**config.mk**
```make
export PLATFORM = sky130hd
export DESIGN_NAME = timer8_pwm_waveform_unit
export DESIGN_NICKNAME = d
export VERILOG_FILES = /design/src/timer8_pwm_pkg.sv /design/src/timer8_pwm_waveform_unit.sv
export SDC_FILE = /design/constraint.sdc
export NUM_CORES = 1
export LEC_CHECK = 0
export BUFFER_PORTS_ARGS = -buffer_cell sky130_fd_sc_hd__buf_4
export CELL_PAD_IN_SITES_DETAIL_PLACEMENT = 0
export CELL_PAD_IN_SITES_GLOBAL_PLACEMENT = 1
export CORE_MARGIN = 2
export CORE_UTILIZATION = 45
export CTS_CLUSTER_SIZE = 24
export DETAILED_ROUTE_END_ITERATION = 8
export GPL_TIMING_DRIVEN = 1
export PLACE_DENSITY_LB_ADDON = 0.1
export SETUP_SLACK_MARGIN = 0.05
export SLEW_MARGIN = 20
export SYNTH_ARGS = -nofsm -noshare
export SYNTH_HDL_FRONTEND = slang
export SYNTH_SLANG_ARGS = --single-unit
```
**constraint.sdc**
```tcl
create_clock -name sys_clk -period 3.05 [get_ports sys_clk]
set_input_delay 0 -clock sys_clk [delete_from_list [all_inputs] [get_ports sys_clk]]
set_output_delay 0 -clock sys_clk [all_outputs]
set_load 0.1 [all_outputs]
```
**src/timer8_pwm_pkg.sv**
```systemverilog
// constants, register map and bus carrier for the 8-bit waveform timer
// assumes a single 40 mhz clock and a plain strobe register port

package timer8_pwm_pkg;

    // ----------------------------------------
    // register indices
    // ----------------------------------------
    localparam logic [2:0] ADDR_CTRL_A = 3'h0;
    localparam logic [2:0] ADDR_CTRL_B = 3'h1;
    localparam logic [2:0] ADDR_COUNT = 3'h2;
    localparam logic [2:0] ADDR_CMP_A = 3'h3;
    localparam logic [2:0] ADDR_CMP_B = 3'h4;
    localparam logic [2:0] ADDR_FLAGS = 3'h5;
    localparam logic [2:0] ADDR_PIN_DIR = 3'h6;

    // ----------------------------------------
    // field positions and values
    // ----------------------------------------
    localparam int ACT_A_LSB = 6;
    localparam int ACT_B_LSB = 4;
    localparam int HIGH_MODE_POS = 3;
    localparam int FLAG_OVF = 0;
    localparam int FLAG_MATCH_A = 1;
    localparam int FLAG_MATCH_B = 2;
    localparam logic [7:0] RESET_BYTE = 8'h00;
    localparam logic [7:0] COUNT_MAX = 8'hff;
    localparam logic [7:0] COUNT_BOTTOM = 8'h00;

    // ----------------------------------------
    // prescaler taps, cycles minus one
    // ----------------------------------------
    localparam int PRESCALE_W = 10;
    localparam logic [9:0] DIV8_MASK = 10'h007;
    localparam logic [9:0] DIV64_MASK = 10'h03f;
    localparam logic [9:0] DIV256_MASK = 10'h0ff;
    localparam logic [9:0] DIV1024_MASK = 10'h3ff;

    typedef enum logic [2:0] {
        SEL_STOP,
        SEL_DIV1,
        SEL_DIV8,
        SEL_DIV64,
        SEL_DIV256,
        SEL_DIV1024,
        SEL_EXT_FALL,
        SEL_EXT_RISE
    } tick_sel_t;

    typedef struct packed {
        logic [2:0] addr;
        logic [7:0] wdata;
        logic we;
        logic re;
    } reg_req_t;

endpackage

```
**src/timer8_pwm_waveform_unit.sv**
```systemverilog
// 8-bit timer with fast and dual-slope pwm on two compare outputs
// assumes the register master keeps strobes one cycle and never both
//
// Added by the designer: the register addresses and the plain strobed port.

module timer8_pwm_waveform_unit
    import timer8_pwm_pkg::*;
(
    // clock and reset
    input wire logic sys_clk,
    input wire logic rst,
    // register port
    input wire reg_req_t reg_req,
    output logic [7:0] reg_rdata,
    // external count pin
    input wire logic ext_tick_pin,
    // compare outputs
    output logic wave_out_a,
    output logic wave_out_a_oe,
    output logic wave_out_b,
    output logic wave_out_b_oe
);

    // ----------------------------------------
    // registers
    // ----------------------------------------
    logic [7:0] ctrl_a_q;
    logic [3:0] ctrl_b_q;
    logic [7:0] count_q;
    logic [7:0] buf_a_q;
    logic [7:0] buf_b_q;
    logic [7:0] act_a_q;
    logic [7:0] act_b_q;
    logic [2:0] flags_q;
    logic [1:0] pin_dir_q;
    logic [1:0] wave_q;
    logic [1:0] seen_q;
    logic up_q;
    logic [7:0] rdata_q;
    logic [PRESCALE_W-1:0] pre_q;
    logic [2:0] ext_sync_q;
    logic ext_lvl_q;
    logic ext_agree;

    logic [1:0] out_action_a;
    logic [1:0] out_action_b;
    logic [2:0] wave_mode_sel;
    tick_sel_t tick_source_sel;
    logic timer_tick;
    logic fast;
    logic pc;
    logic ctc;
    logic [7:0] top;
    logic wr_count;
    logic at_max;
    logic wrap;
    logic at_top;
    logic at_bot;
    logic eq_a;
    logic eq_b;
    logic [7:0] count_d;

    assign out_action_a = ctrl_a_q[ACT_A_LSB+:2];
    assign out_action_b = ctrl_a_q[ACT_B_LSB+:2];
    assign wave_mode_sel = {ctrl_b_q[HIGH_MODE_POS], ctrl_a_q[1:0]};
    assign tick_source_sel = tick_sel_t'(ctrl_b_q[2:0]);

    assign fast = (wave_mode_sel[1:0] == 2'b11);
    assign pc = (wave_mode_sel[1:0] == 2'b01);
    // 4 and 6 fall through to normal
    assign ctc = (wave_mode_sel == 3'h2);
    assign top = wave_mode_sel[2] ? act_a_q : COUNT_MAX;

    assign wr_count = reg_req.we && (reg_req.addr == ADDR_COUNT);
    assign at_max = (count_q == top);
    assign wrap = timer_tick && fast && at_max;
    assign at_top = timer_tick && pc && up_q && at_max;
    assign at_bot = timer_tick && pc && !up_q && (count_q == COUNT_BOTTOM);
    assign eq_a = timer_tick && (count_q == act_a_q);
    assign eq_b = timer_tick && (count_q == act_b_q);

    // ----------------------------------------
    // tick generation
    // ----------------------------------------
    always_ff @(posedge sys_clk or posedge rst)
    begin
        if (rst)
        begin
            pre_q <= '0;
        end
        else
        begin
            pre_q <= pre_q + 1'b1;
        end
    end

    // first stage feeds only the second
    // a pin change counts once stages two and three agree
    assign ext_agree = (ext_sync_q[2] == ext_sync_q[1]);

    always_ff @(posedge sys_clk or posedge rst)
    begin
        if (rst)
        begin
            ext_sync_q <= 3'h0;
            ext_lvl_q <= 1'b0;
        end
        else
        begin
            ext_sync_q <= {ext_sync_q[1:0], ext_tick_pin};
            if (ext_agree)
            begin
                ext_lvl_q <= ext_sync_q[2];
            end
        end
    end

    // tick is an enable on sys_clk
    always_comb
    begin
        case (tick_source_sel)
            SEL_STOP: timer_tick = 1'b0;
            SEL_DIV1: timer_tick = 1'b1;
            SEL_DIV8: timer_tick = (pre_q[2:0] == DIV8_MASK[2:0]);
            SEL_DIV64: timer_tick = (pre_q[5:0] == DIV64_MASK[5:0]);
            SEL_DIV256: timer_tick = (pre_q[7:0] == DIV256_MASK[7:0]);
            SEL_DIV1024: timer_tick = (pre_q == DIV1024_MASK);
            SEL_EXT_FALL: timer_tick = ext_agree && ext_lvl_q && !ext_sync_q[2];
            SEL_EXT_RISE: timer_tick = ext_agree && !ext_lvl_q && ext_sync_q[2];
            default: timer_tick = 1'b0;
        endcase
    end

    // ----------------------------------------
    // control registers
    // ----------------------------------------
    // layout, bits 3:2 stay zero
    always_ff @(posedge sys_clk or posedge rst)
    begin
        if (rst)
        begin
            ctrl_a_q <= RESET_BYTE;
            ctrl_b_q <= 4'h0;
            pin_dir_q <= 2'h0;
        end
        else if (reg_req.we)
        begin
            case (reg_req.addr)
                ADDR_CTRL_A: ctrl_a_q <= reg_req.wdata & 8'hf3;
                ADDR_CTRL_B: ctrl_b_q <= reg_req.wdata[3:0];
                ADDR_PIN_DIR: pin_dir_q <= reg_req.wdata[1:0];
                default: ctrl_a_q <= ctrl_a_q;
            endcase
        end
    end

    // ----------------------------------------
    // compare buffers
    // ----------------------------------------
    // active value loads at top in pwm
    always_ff @(posedge sys_clk or posedge rst)
    begin
        if (rst)
        begin
            buf_a_q <= RESET_BYTE;
            buf_b_q <= RESET_BYTE;
            act_a_q <= RESET_BYTE;
            act_b_q <= RESET_BYTE;
        end
        else
        begin
            if (reg_req.we && reg_req.addr == ADDR_CMP_A)
            begin
                buf_a_q <= reg_req.wdata;
            end
            if (reg_req.we && reg_req.addr == ADDR_CMP_B)
            begin
                buf_b_q <= reg_req.wdata;
            end
            if (!(fast || pc) || wrap || at_top)
            begin
                act_a_q <= buf_a_q;
                act_b_q <= buf_b_q;
            end
        end
    end

    // ----------------------------------------
    // counter
    // ----------------------------------------
    always_comb
    begin
        count_d = count_q + 8'h01;
        if (fast)
        begin
            // 256 ticks when top is 0xff
            if (at_max)
            begin
                count_d = COUNT_BOTTOM;
            end
        end
        else if (pc)
        begin
            if (up_q && at_max)
            begin
                count_d = count_q - 8'h01;
            end
            else if (!up_q && count_q == COUNT_BOTTOM)
            begin
                count_d = 8'h01;
            end
            else if (!up_q)
            begin
                count_d = count_q - 8'h01;
            end
        end
        else if (ctc && count_q == act_a_q)
        begin
            count_d = COUNT_BOTTOM;
        end
    end

    always_ff @(posedge sys_clk or posedge rst)
    begin
        if (rst)
        begin
            count_q <= COUNT_BOTTOM;
            up_q <= 1'b1;
        end
        else if (wr_count)
        begin
            count_q <= reg_req.wdata;
        end
        else if (timer_tick)
        begin
            count_q <= count_d;
            if (!pc || at_bot)
            begin
                up_q <= 1'b1;
            end
            else if (at_top)
            begin
                up_q <= 1'b0;
            end
        end
    end

    // ----------------------------------------
    // flags, set wins over clear
    // ----------------------------------------
    logic ovf_evt;

    assign ovf_evt = fast ? wrap : (pc ? at_bot : (timer_tick && count_q == COUNT_MAX));

    always_ff @(posedge sys_clk or posedge rst)
    begin
        if (rst)
        begin
            flags_q <= 3'h0;
        end
        else
        begin
            if (reg_req.we && reg_req.addr == ADDR_FLAGS)
            begin
                flags_q <= flags_q & ~reg_req.wdata[2:0];
            end
            if (ovf_evt)
            begin
                flags_q[FLAG_OVF] <= 1'b1;
            end
            if (eq_a)
            begin
                flags_q[FLAG_MATCH_A] <= 1'b1;
            end
            if (eq_b)
            begin
                flags_q[FLAG_MATCH_B] <= 1'b1;
            end
        end
    end

    // ----------------------------------------
    // waveform next state
    // ----------------------------------------
    function automatic logic wave_next(
        input logic cur,
        input logic [1:0] act,
        input logic tog_ok,
        input logic eq,
        input logic ovr,
        input logic zero,
        input logic seen
    );
        logic r;
        r = cur;
        if (fast || pc)
        begin
            if (act == 2'b01 && tog_ok && eq)
            begin
                r = !cur;
            end
            else if (act[1] && fast)
            begin
                // action 10 sets at bottom and clears on match, 11 the reverse
                if (wrap)
                begin
                    r = !act[0];
                end
                else if (eq && !ovr)
                begin
                    r = act[0];
                end
            end
            else if (act[1])
            begin
                if (at_top && ovr)
                begin
                    r = !act[0];
                end
                else if (at_top && !seen)
                begin
                    r = act[0];
                end
                else if (at_bot)
                begin
                    r = zero ? act[0] : !act[0];
                end
                else if (eq && !ovr)
                begin
                    r = up_q ? act[0] : !act[0];
                end
            end
        end
        else if (eq)
        begin
            case (act)
                2'b01: r = !cur;
                2'b10: r = 1'b0;
                2'b11: r = 1'b1;
                default: r = cur;
            endcase
        end
        return r;
    endfunction

    always_ff @(posedge sys_clk or posedge rst)
    begin
        if (rst)
        begin
            wave_q <= 2'h0;
            seen_q <= 2'h0;
        end
        else
        begin
            wave_q[0] <= wave_next(wave_q[0], out_action_a, wave_mode_sel[2], eq_a,
                (act_a_q == top), (act_a_q == COUNT_BOTTOM), seen_q[0]);
            wave_q[1] <= wave_next(wave_q[1], out_action_b, 1'b0, eq_b,
                (act_b_q == top), (act_b_q == COUNT_BOTTOM), seen_q[1]);
            if (at_bot)
            begin
                seen_q <= 2'h0;
            end
            else if (pc && up_q)
            begin
                seen_q <= seen_q | {eq_b, eq_a};
            end
        end
    end

    // override when action set, driver by direction
    assign wave_out_a = wave_q[0];
    assign wave_out_b = wave_q[1];
    assign wave_out_a_oe = (out_action_a != 2'b00) && pin_dir_q[0];
    assign wave_out_b_oe = (out_action_b != 2'b00) && pin_dir_q[1];

    // ----------------------------------------
    // read port
    // ----------------------------------------
    always_ff @(posedge sys_clk or posedge rst)
    begin
        if (rst)
        begin
            rdata_q <= RESET_BYTE;
        end
        else if (reg_req.re)
        begin
            case (reg_req.addr)
                ADDR_CTRL_A: rdata_q <= ctrl_a_q;
                ADDR_CTRL_B: rdata_q <= {4'h0, ctrl_b_q};
                ADDR_COUNT: rdata_q <= count_q;
                ADDR_CMP_A: rdata_q <= buf_a_q;
                ADDR_CMP_B: rdata_q <= buf_b_q;
                ADDR_FLAGS: rdata_q <= {5'h00, flags_q};
                ADDR_PIN_DIR: rdata_q <= {6'h00, pin_dir_q};
                default: rdata_q <= RESET_BYTE;
            endcase
        end
        else
        begin
            rdata_q <= RESET_BYTE;
        end
    end

    assign reg_rdata = rdata_q;
endmodule

```
# --- Word level (Yosys, flattened, before mapping) ---
# Cells that the tools add are included.
word_totals:
  regBits: 82
  in_bits: 16
  word_cells: 189
op_classes:
  addsub: 3
  n_eq_ne: 39
  muxes: 50
  bitwise_logic: 4
  n_reduce_logical: 74
ops:
  columns: ["operator", "n"]
  rows:
  - ["$mux W8", 11]
  - ["$pmux W8 S7", 1]
  - ["$eq A8 B8 Y1", 5]
  - ["$logic_and A1 B1 Y1", 34]
  - ["$mux W1", 32]
  - ["$eq A3 B3 Y1 const B", 8]
  - ["$logic_not A8 Y1", 3]
  - ["$reduce_bool A2 Y1", 10]
  - ["$eq A8 B8 Y1 const B", 2]
  - ["$eq A3 B2 Y1 const B", 5]
  - ["$logic_not A1 Y1", 13]
  - ["$add A10 B1 Y10 const B", 1]
  - ["$eq A10 B10 Y1 const B", 1]
  - ["$eq A2 B2 Y1 const B", 5]
  - ["$reduce_and A5 Y1", 2]
  - ["$add A8 B1 Y8 const B", 1]
  - ["$pmux W1 S8", 1]
  - ["$reduce_bool A4 Y1", 2]
  - ["$sub A8 B1 Y8 const B", 1]
  - ["$ne A7 B2 Y1 const B", 1]
  - ["$eq A2 B1 Y1 const B", 3]
  - ["$eq A3 B1 Y1 const B", 2]
  - ["$eq A6 B6 Y1 const B", 1]
  - ["$logic_not A3 Y1", 2]
  - ["16 further kinds", 23]

# --- Logic depth before layout (Yosys ltp) ---
# Gate-level depths: netlist of run 1.
depth:
  word_depth: 14
  depth_mapped: 11

# --- Worst setup path after synthesis of run 1 ---
# OpenSTA, ideal clock, no wires.
synth_path:
  kind: "register to register"
  from: "reg count_q[0]"
  to: "reg wave_q[0]"
  setup_ps: 126
  t_arrival_ps: 2477
  setup_slack_ps: 447
  stages_incl_launch_ff: 12
  synth_period_minus_slack_ps: 2603
  path_cell_list: "dfrtp_1 > buf_2 > inv_1 > ha_1 > or3b_4 > nor4b_4 > nand2_2 > nor2_4 > a31oi_1 > a32o_1 > o31a_1 > mux2_2"
synth_between:
  elab_chain_len: 9
synth_rtl:
  columns: ["item", "line", "rtl"]
  rows:
  - ["start: declaration", "timer8_pwm_waveform_unit.sv:29", "logic [7:0] count_q;"]
  - ["start signal: assignment", "timer8_pwm_waveform_unit.sv:232", "count_q <= reg_req.wdata;"]
  - ["start signal: assignment", "timer8_pwm_waveform_unit.sv:236", "count_q <= count_d;"]
  - ["$logic_not A8 Y1 or $eq A8 B8 Y1 (tied branches)", "timer8_pwm_waveform_unit.sv:78, timer8_pwm_waveform_unit.sv:75", null]
  - ["$logic_and A1 B1 Y1, on equally long branches", "timer8_pwm_waveform_unit.sv:78, timer8_pwm_waveform_unit.sv:77", null]
  - ["$mux W1 or $logic_and A1 B1 Y1 (tied branches)", "timer8_pwm_waveform_unit.sv:324, timer8_pwm_waveform_unit.sv:320", null]
  - ["$mux W1", "timer8_pwm_waveform_unit.sv:320", "else if (at_top && !seen)"]
  - ["$mux W1", "timer8_pwm_waveform_unit.sv:316", "if (at_top && ovr)"]
  - ["$mux W1", "timer8_pwm_waveform_unit.sv:314", "else if (act[1])"]
  - ["$mux W1", "timer8_pwm_waveform_unit.sv:302", "else if (act[1] && fast)"]
  - ["$mux W1", "timer8_pwm_waveform_unit.sv:298", "if (act == 2'b01 && tog_ok && eq)"]
  - ["$mux W1", "timer8_pwm_waveform_unit.sv:296", "if (fast || pc)"]
  - ["end signal: assignment", "timer8_pwm_waveform_unit.sv:355", "wave_q[0] <= wave_next(wave_q[0], out_action_a, wave_mode_sel[2], eq_a,"]
  - ["end: declaration", "timer8_pwm_waveform_unit.sv:36", "logic [1:0] wave_q;"]
# Parallel ways exist; a longest one is shown, timed or not. The select of a mux whose other input is x is not followed.
# A chain may end at the register's enable or synchronous reset.

# --- Worst setup path in the final report of run 1 ---
layout_path:
  from: "reg count_q[1]"
  to: "reg wave_q[0]"
# The elaborated chain is that of the path after synthesis.

==> impl_metrics.yaml, run 1 <==
grt:
  grt_pass1_vias: 4350
  grt_overflow: 0
  antenna_found_initial: 0
  grt_max_degree: 55
  grt_pass1_wl_mm: 25.2
  grt_usage_pct: 27.0
clock_tree:
  ctsHtreeMaxLevel: 3
  path_clk_slew_ns: 0.07
  cts_buffer_depth: 2
  numCtsBuffers: 9
  insertion_delay_ns: 0.36
  cts_tree: "built"
  root_buffer: "clkbuf_16"
  cts.sinks: 82
  cts_resized: 0
worst_setup_path:
  critical_path.cell_chain: "inv_2, ha_1, or3b_4, nor4b_4, nand2_2, nor2_4, a31oi_1, a32o_1, o31a_1, mux2_2"
  max_stage_delay_ns: 0.47
  rrSetupSlack_ns: 0.24
  path_buf_inv: 1
  cp.depth: 10
  r2r_end: "wave_q[0]$_DFFE_PP0P_"
  cp_max_fo: 7
  start_kind: "flip-flop"
  cp.arrival_ns: 3.05
  slowest_stage: "dfrtp_1"
  startpoint: "count_q[1]$_DFFE_PP0P_"
  endpoint_kind: "flip-flop"
  r2r_start: "count_q[1]$_DFFE_PP0P_"
  endpoint: "wave_q[0]$_DFFE_PP0P_"
  critPathTopFamily: "simple AND/OR/NAND/NOR gates"
  reg2regPathDepth: 10
  cp.required_ns: 3.29
  critPathKind: "flip-flop to flip-flop"
floorplanning:
  die-area_sq_um: 12300
  die_w_um: 111
  initial_utilization_pct: 45.6
  rows: 39
  core_area_sq_um: 11300
  dieHeight_um: 111
  pin_count: 28
timing:
  hold_viol_final: 0
  tightest_slew_ns: 0.735
  grt_setup_unrepaired: "false"
  final.setup.tns_ns: 0
  relSlewSlack_pct: 51.0
  finalSetupViolCount: 0
  clock_skew_ns: 0.00521
  slew_violations: 0
  fin_ws_ns: 0.238
  post-route-period-util_pct: 92.2
  max_freq_mhz: 356
  fin_crit_ns: 2.81
placed_design:
  gp_congestion: 0.883
  numPortBuffers: 27
  hpwlAfterDp_mm: 11.4
  pre_cts_slack_ns: 0.261
synthesis:
  ys.flop_type: "dfrtp_1"
  yosysSeqAreaShare_pct: 39.9
  synthArstFlopShare_pct: 100
  ys_warn_count: 0
  syn-cell-area_sq_um: 5140
  synth_seq_cells: 82
  synth_cell_types: 74
  syn_inst: 547
  syn_nets: 569
  synth-edff-count: 0
  synth.avg_cell_area_sq_um: 9.40
final_layout:
  final_cell_mix: "dfrtp_1, buf_4, nand2_1, nor2_1, mux2_2"
  drive_gt1_share_pct: 20.9
  syn_to_final_growth_pct: 16.0
  post-route-util_pct: 52.9
  antenna_cells: 0
  nets: 602
  fillers: 1021
  layout_commonest_cell: "dfrtp_1"
power:
  power_mw: 4.93
  leakagePower_nw: 2.56
  vdd_ir_drop_max_mv: 0.510
  powerDensity_nw_per_um2: 827
route:
  ant_nets: 0
  drc: 0
  post_drt_wl_per_cell_um: 21.7
  wirelength_mm: 15.8
  drt_first_pass_iters: 4
  viasPerCell: 6.04
  drtIter0Drc: 435
  vias: 4398
run:
  max_cap_viol_count: 0
hold_path:
  hold_path_class: "input port to flip-flop"
  hold_depth: 3
run_status:
  status: "finished clean"
[how the worst min path moves through the flow]
stage,from,end
3_5_place_dp,ext_tick_pin,ext_sync_q[0]$_DFF_PP0_
3_3_place_gp,ext_tick_pin,ext_sync_q[0]$_DFF_PP0_
5_1_grt,reg_req[1],pin_dir_q[0]$_DFFE_PP0P_
4_1_cts,reg_req[1],pin_dir_q[0]$_DFFE_PP0P_
2_1_floorplan,ext_tick_pin,ext_sync_q[0]$_DFF_PP0_
6_report,reg_req[1],pin_dir_q[0]$_DFFE_PP0P_
[layer usage]
metal | part of all wire (%) | global-route usage [%] | wire length [um] | vias up
met5 | 0 | 0 | 0 | -
met4 | 1.4 | 6.08 | 217 | 0
met3 | 5.5 | 6.40 | 870 | 17
met2 | 44 | 40.1 | 7000 | 136
met1 | 49 | 40.0 | 7700 | 2210
li1 | - | - | - | 2035
[cell usage after synthesis, types with 3 or more instances]
library cell,count,area [sq um]
dfrtp_1,81,2030
nand2_1,44,165
nor2_1,41,154
mux2_2,38,428
o21ai_0,37,185
a21oi_1,30,150
clkbuf_1,23,86.3
nand3_1,21,105
xnor2_1,18,158
xor2_1,16,140
inv_1,14,52.6
nor2b_1,12,75.1
nor3_1,12,60.1
buf_2,10,50.1
mux2i_1,10,100
nand2b_1,9,56.3
and2_1,8,50.1
nor4_1,8,50.1
a31oi_1,7,43.8
and3_1,7,43.8
o22ai_1,7,43.8
ha_1,6,75.1
a21o_1,5,37.5
a22oi_1,5,37.5
o221ai_1,5,43.8
a221oi_1,4,35.0
or3_1,4,25.0
buf_1,3,11.3
nand4_1,3,18.8
nand4b_1,3,26.3
nor3b_1,3,22.5
nor4bb_1,3,30.0
[repair_timing]
| item | CTS | global route |
|---|---|---|
| endpoints found under the hold margin | 92 | 0 |
| setup buffers | 0 | 0 |
| hold buffers | 11 | 0 |
[report_power, final]
group / switching (mW) / internal [mW]
Combinational: 1.11 / 0.797
Sequential: 0.456 / 1.34
Clock: 0.486 / 0.746
Total: 2.05 / 2.88
[tightest hold or removal path: stages]
cell and delay, ns:
buf_4 0.13, nand3_1 0.12, mux2_2 0.16
[sequential cells by signal, summed over array words and instances (netlist names), 4 cells and up]
| signal | count |
|---|---|
| pre_q | 10 |
| act_a_q | 8 |
| act_b_q | 8 |
| buf_a_q | 8 |
| buf_b_q | 8 |
| count_q | 8 |
| reg_rdata | 8 |
| ctrl_a_q | 6 |
| ctrl_b_q | 4 |
[cells by family after synthesis]
family / synth area share (%)
adder cells (fa/ha/maj): 1.65
buffers and inverters: 4.48
multiplexers: 11.1
AND/OR/NAND/NOR: 20.5
flip-flops: 39.9
XOR/XNOR: 5.79
AO/OA/AOI/OAI: 16.5
[stage by stage]
stage / hold WS (ns) / area (sq um) / std cells
detailed placement: 0.111 / 5520 / 701
CTS: 0.0879 / 5960 / 728
global route: 0.0995 / 5960 / 728
floorplan: 0.0314 / 5140 / 547
finish: 0.0878 / 5960 / 728
global placement: 0.110 / 5520 / 701
[layout make-up]
class | instances | area, sq um | area share [%]
Clock buffer | 11 | 243 | 4.07
Clock inverter | 5 | 86.3 | 1.45
Inverter | 15 | 58.8 | 0.986
Multi-Input combinational cell | 411 | 2860 | 47.9
Sequential cell | 82 | 2050 | 34.4
Tap cell | 143 | 179 | 3.00
Timing Repair Buffer | 61 | 485 | 8.14
No activity file was read; power rests on OpenSTA's default activity.
==> inputs of run 2 (changes only) <==
==> constraint.sdc (replaced) <==
create_clock -name sys_clk -period 2.6 [get_ports sys_clk]
set_input_delay 0 -clock sys_clk [delete_from_list [all_inputs] [get_ports sys_clk]]
set_output_delay 0 -clock sys_clk [all_outputs]
set_load 0.1 [all_outputs]
==> run 2 against run 1 <==
Design area is 5.0% higher. Maximum frequency is 10% higher. First-iteration DRC count fell by 4.1%. Combinational power grew 34%. Non-clock buffer count increased by 33. Clock skew rose by 0.0059 ns. Power grew 18%. Worst hold slack gained 0.034 ns. Via count grew 4.1%. Critical endpoint unchanged.
==> impl_metrics.yaml, run 2 (synthesis results as in run 1) <==
run_status:
  status: "finished clean"
grt:
  grt_pass1_vias: 4411
  antenna_found_initial: 0
  grt_usage_pct: 26.7
  grt_pass1_wl_mm: 25.3
  grt_overflow: 0
  grt_max_degree: 39
power:
  vdd_ir_drop_max_mv: 0.668
  powerDensity_nw_per_um2: 929
  leakagePower_nw: 2.74
floorplanning:
  die_w_um: 111
  rows: 39
  pin_count: 28
  die-area_sq_um: 12300
  core_area_sq_um: 11300
  initial_utilization_pct: 45.6
  dieHeight_um: 111
final_layout:
  fin_cells: 761
  nets: 635
  drive_gt1_share_pct: 27.2
  final_cell_mix: "buf_4, dfrtp_1, nand2_1, nor2_1, mux2_2"
  multiInputGateArea_sq_um: 2920
  layout_commonest_cell: "buf_4"
  top_register: "pre_q"
  antenna_cells: 0
  syn_to_final_growth_pct: 21.8
  largest_register_ffs: 10
  fillers: 1003
  seq_area_sq_um: 2060
route:
  drtIter0Drc: 417
  wirelength_mm: 16.1
  post_drt_wl_per_cell_um: 21.1
  drc: 0
  ant_nets: 0
  drt_first_pass_iters: 7
  viasPerCell: 6.02
  vias: 4579
worst_setup_path:
  start_kind: "flip-flop"
  cp.arrival_ns: 2.77
  cp_max_fo: 5
  cp.required_ns: 2.82
  startpoint: "count_q[1]$_DFFE_PP0P_"
  endpoint_kind: "flip-flop"
  r2r_start: "count_q[1]$_DFFE_PP0P_"
  critPathKind: "flip-flop to flip-flop"
timing:
  finalSetupViolCount: 0
  clock_skew_ns: 0.0111
  max_freq_mhz: 393
  post-route-period-util_pct: 98.0
  grt_setup_unrepaired: "true"
  fin_crit_ns: 2.55
  relSlewSlack_pct: 54.1
  hold_ws_ns: 0.122
  slew_violations: 0
  hold_viol_final: 0
  tightest_slew_ns: 0.687
clock_tree:
  insertion_delay_ns: 0.34
  numCtsBuffers: 9
  cts.sinks: 82
  path_clk_slew_ns: 0.07
  cts_buffer_depth: 2
  root_buffer: "clkbuf_16"
  cts_tree: "built"
  ctsHtreeMaxLevel: 3
placed_design:
  gp_congestion: 0.932
  hpwlAfterDp_mm: 11.8
  dpl.cell_count: 727
  numPortBuffers: 27
run:
  max_cap_viol_count: 0
hold_path:
  worstHoldStart: "reg_req[1]"
  hold_path_class: "input port to flip-flop"
-- run 2: worst paths after layout --
check                                      endpoint  slack [ns]  cells after the start
setup / recovery              wave_q[0]$_DFFE_PP0P_        0.05                     10
hold / removal             pin_dir_q[0]$_DFFE_PP0P_        0.12                      3
setup reg to reg              wave_q[0]$_DFFE_PP0P_        0.05                     10
hold reg to reg             ext_sync_q[1]$_DFF_PP0_        0.42                      0
max in group asynchronous          up_q$_DFFE_PP1P_        1.47                      4
min in group asynchronous    buf_a_q[2]$_DFFE_PP0P_        0.30                      3
-- run 2: metal layers --
layer,track usage [%],up-vias,part of all wire (%)
met1,38.8,2292,47
met4,9.50,0,2.1
met3,5.19,27,5.3
li1,-,2113,-
met2,39.8,147,45
met5,0,-,0
-- run 2: per-stage QoR --
| step | setup slack [ns] | setup TNS (ns) | area [sq um] | util, % | power (mW) |
|---|---|---|---|---|---|
| floorplan | 0.0501 | 0 | 5160 | - | 3.68 |
| global placement | 0.0847 | 0 | 5750 | 51.0 | 4.47 |
| detailed placement | 0.0253 | 0 | 5750 | 51.0 | 4.50 |
| CTS | 0.0740 | 0 | 6170 | 54.7 | 5.76 |
| global route | -0.0510 | -0.0681 | 6260 | 55.5 | 6.16 |
| finish | 0.0526 | 0 | 6260 | 55.5 | 5.82 |
-- run 2: layout make-up --
cell class	instances	share of cell area, %
clock buffers	10	3.82
flip-flops and latches	82	32.8
well taps	143	2.86
clock inverters	6	0.759
repair buffers	94	12.2
inverters	15	0.959
multi-input cells	411	46.6
-- run 2: power breakdown --
group / switching, mW / total (mW) / leakage [nW] / internal, mW
clock network: 0.548 / 1.23 / 0.140 / 0.683
logic: 1.45 / 2.56 / 1.59 / 1.11
registers: 0.460 / 2.03 / 1.01 / 1.57
total: 2.45 / 5.82 / 2.74 / 3.37
-- run 2: timing repair --
action / in CTS / in global routing
gates resized for setup: 0 / 13
setup endpoints to repair: 1 / 6
hold endpoints to repair: 67 / 0
buffers inserted: 3 / 4
pin swaps: 2 / 5
gates cloned: 0 / 0
hold buffers: 11 / 0
-- run 2: critical path: stages (launching register included) --
cell and delay (ns):
dfrtp_2 0.40, inv_2 0.08, ha_4 0.15, or3b_4 0.42
nor4b_4 0.30, nand2_2 0.13, nor2_4 0.11, a31oi_2 0.11
a32o_1 0.25, o31a_1 0.22, mux2_2 0.26
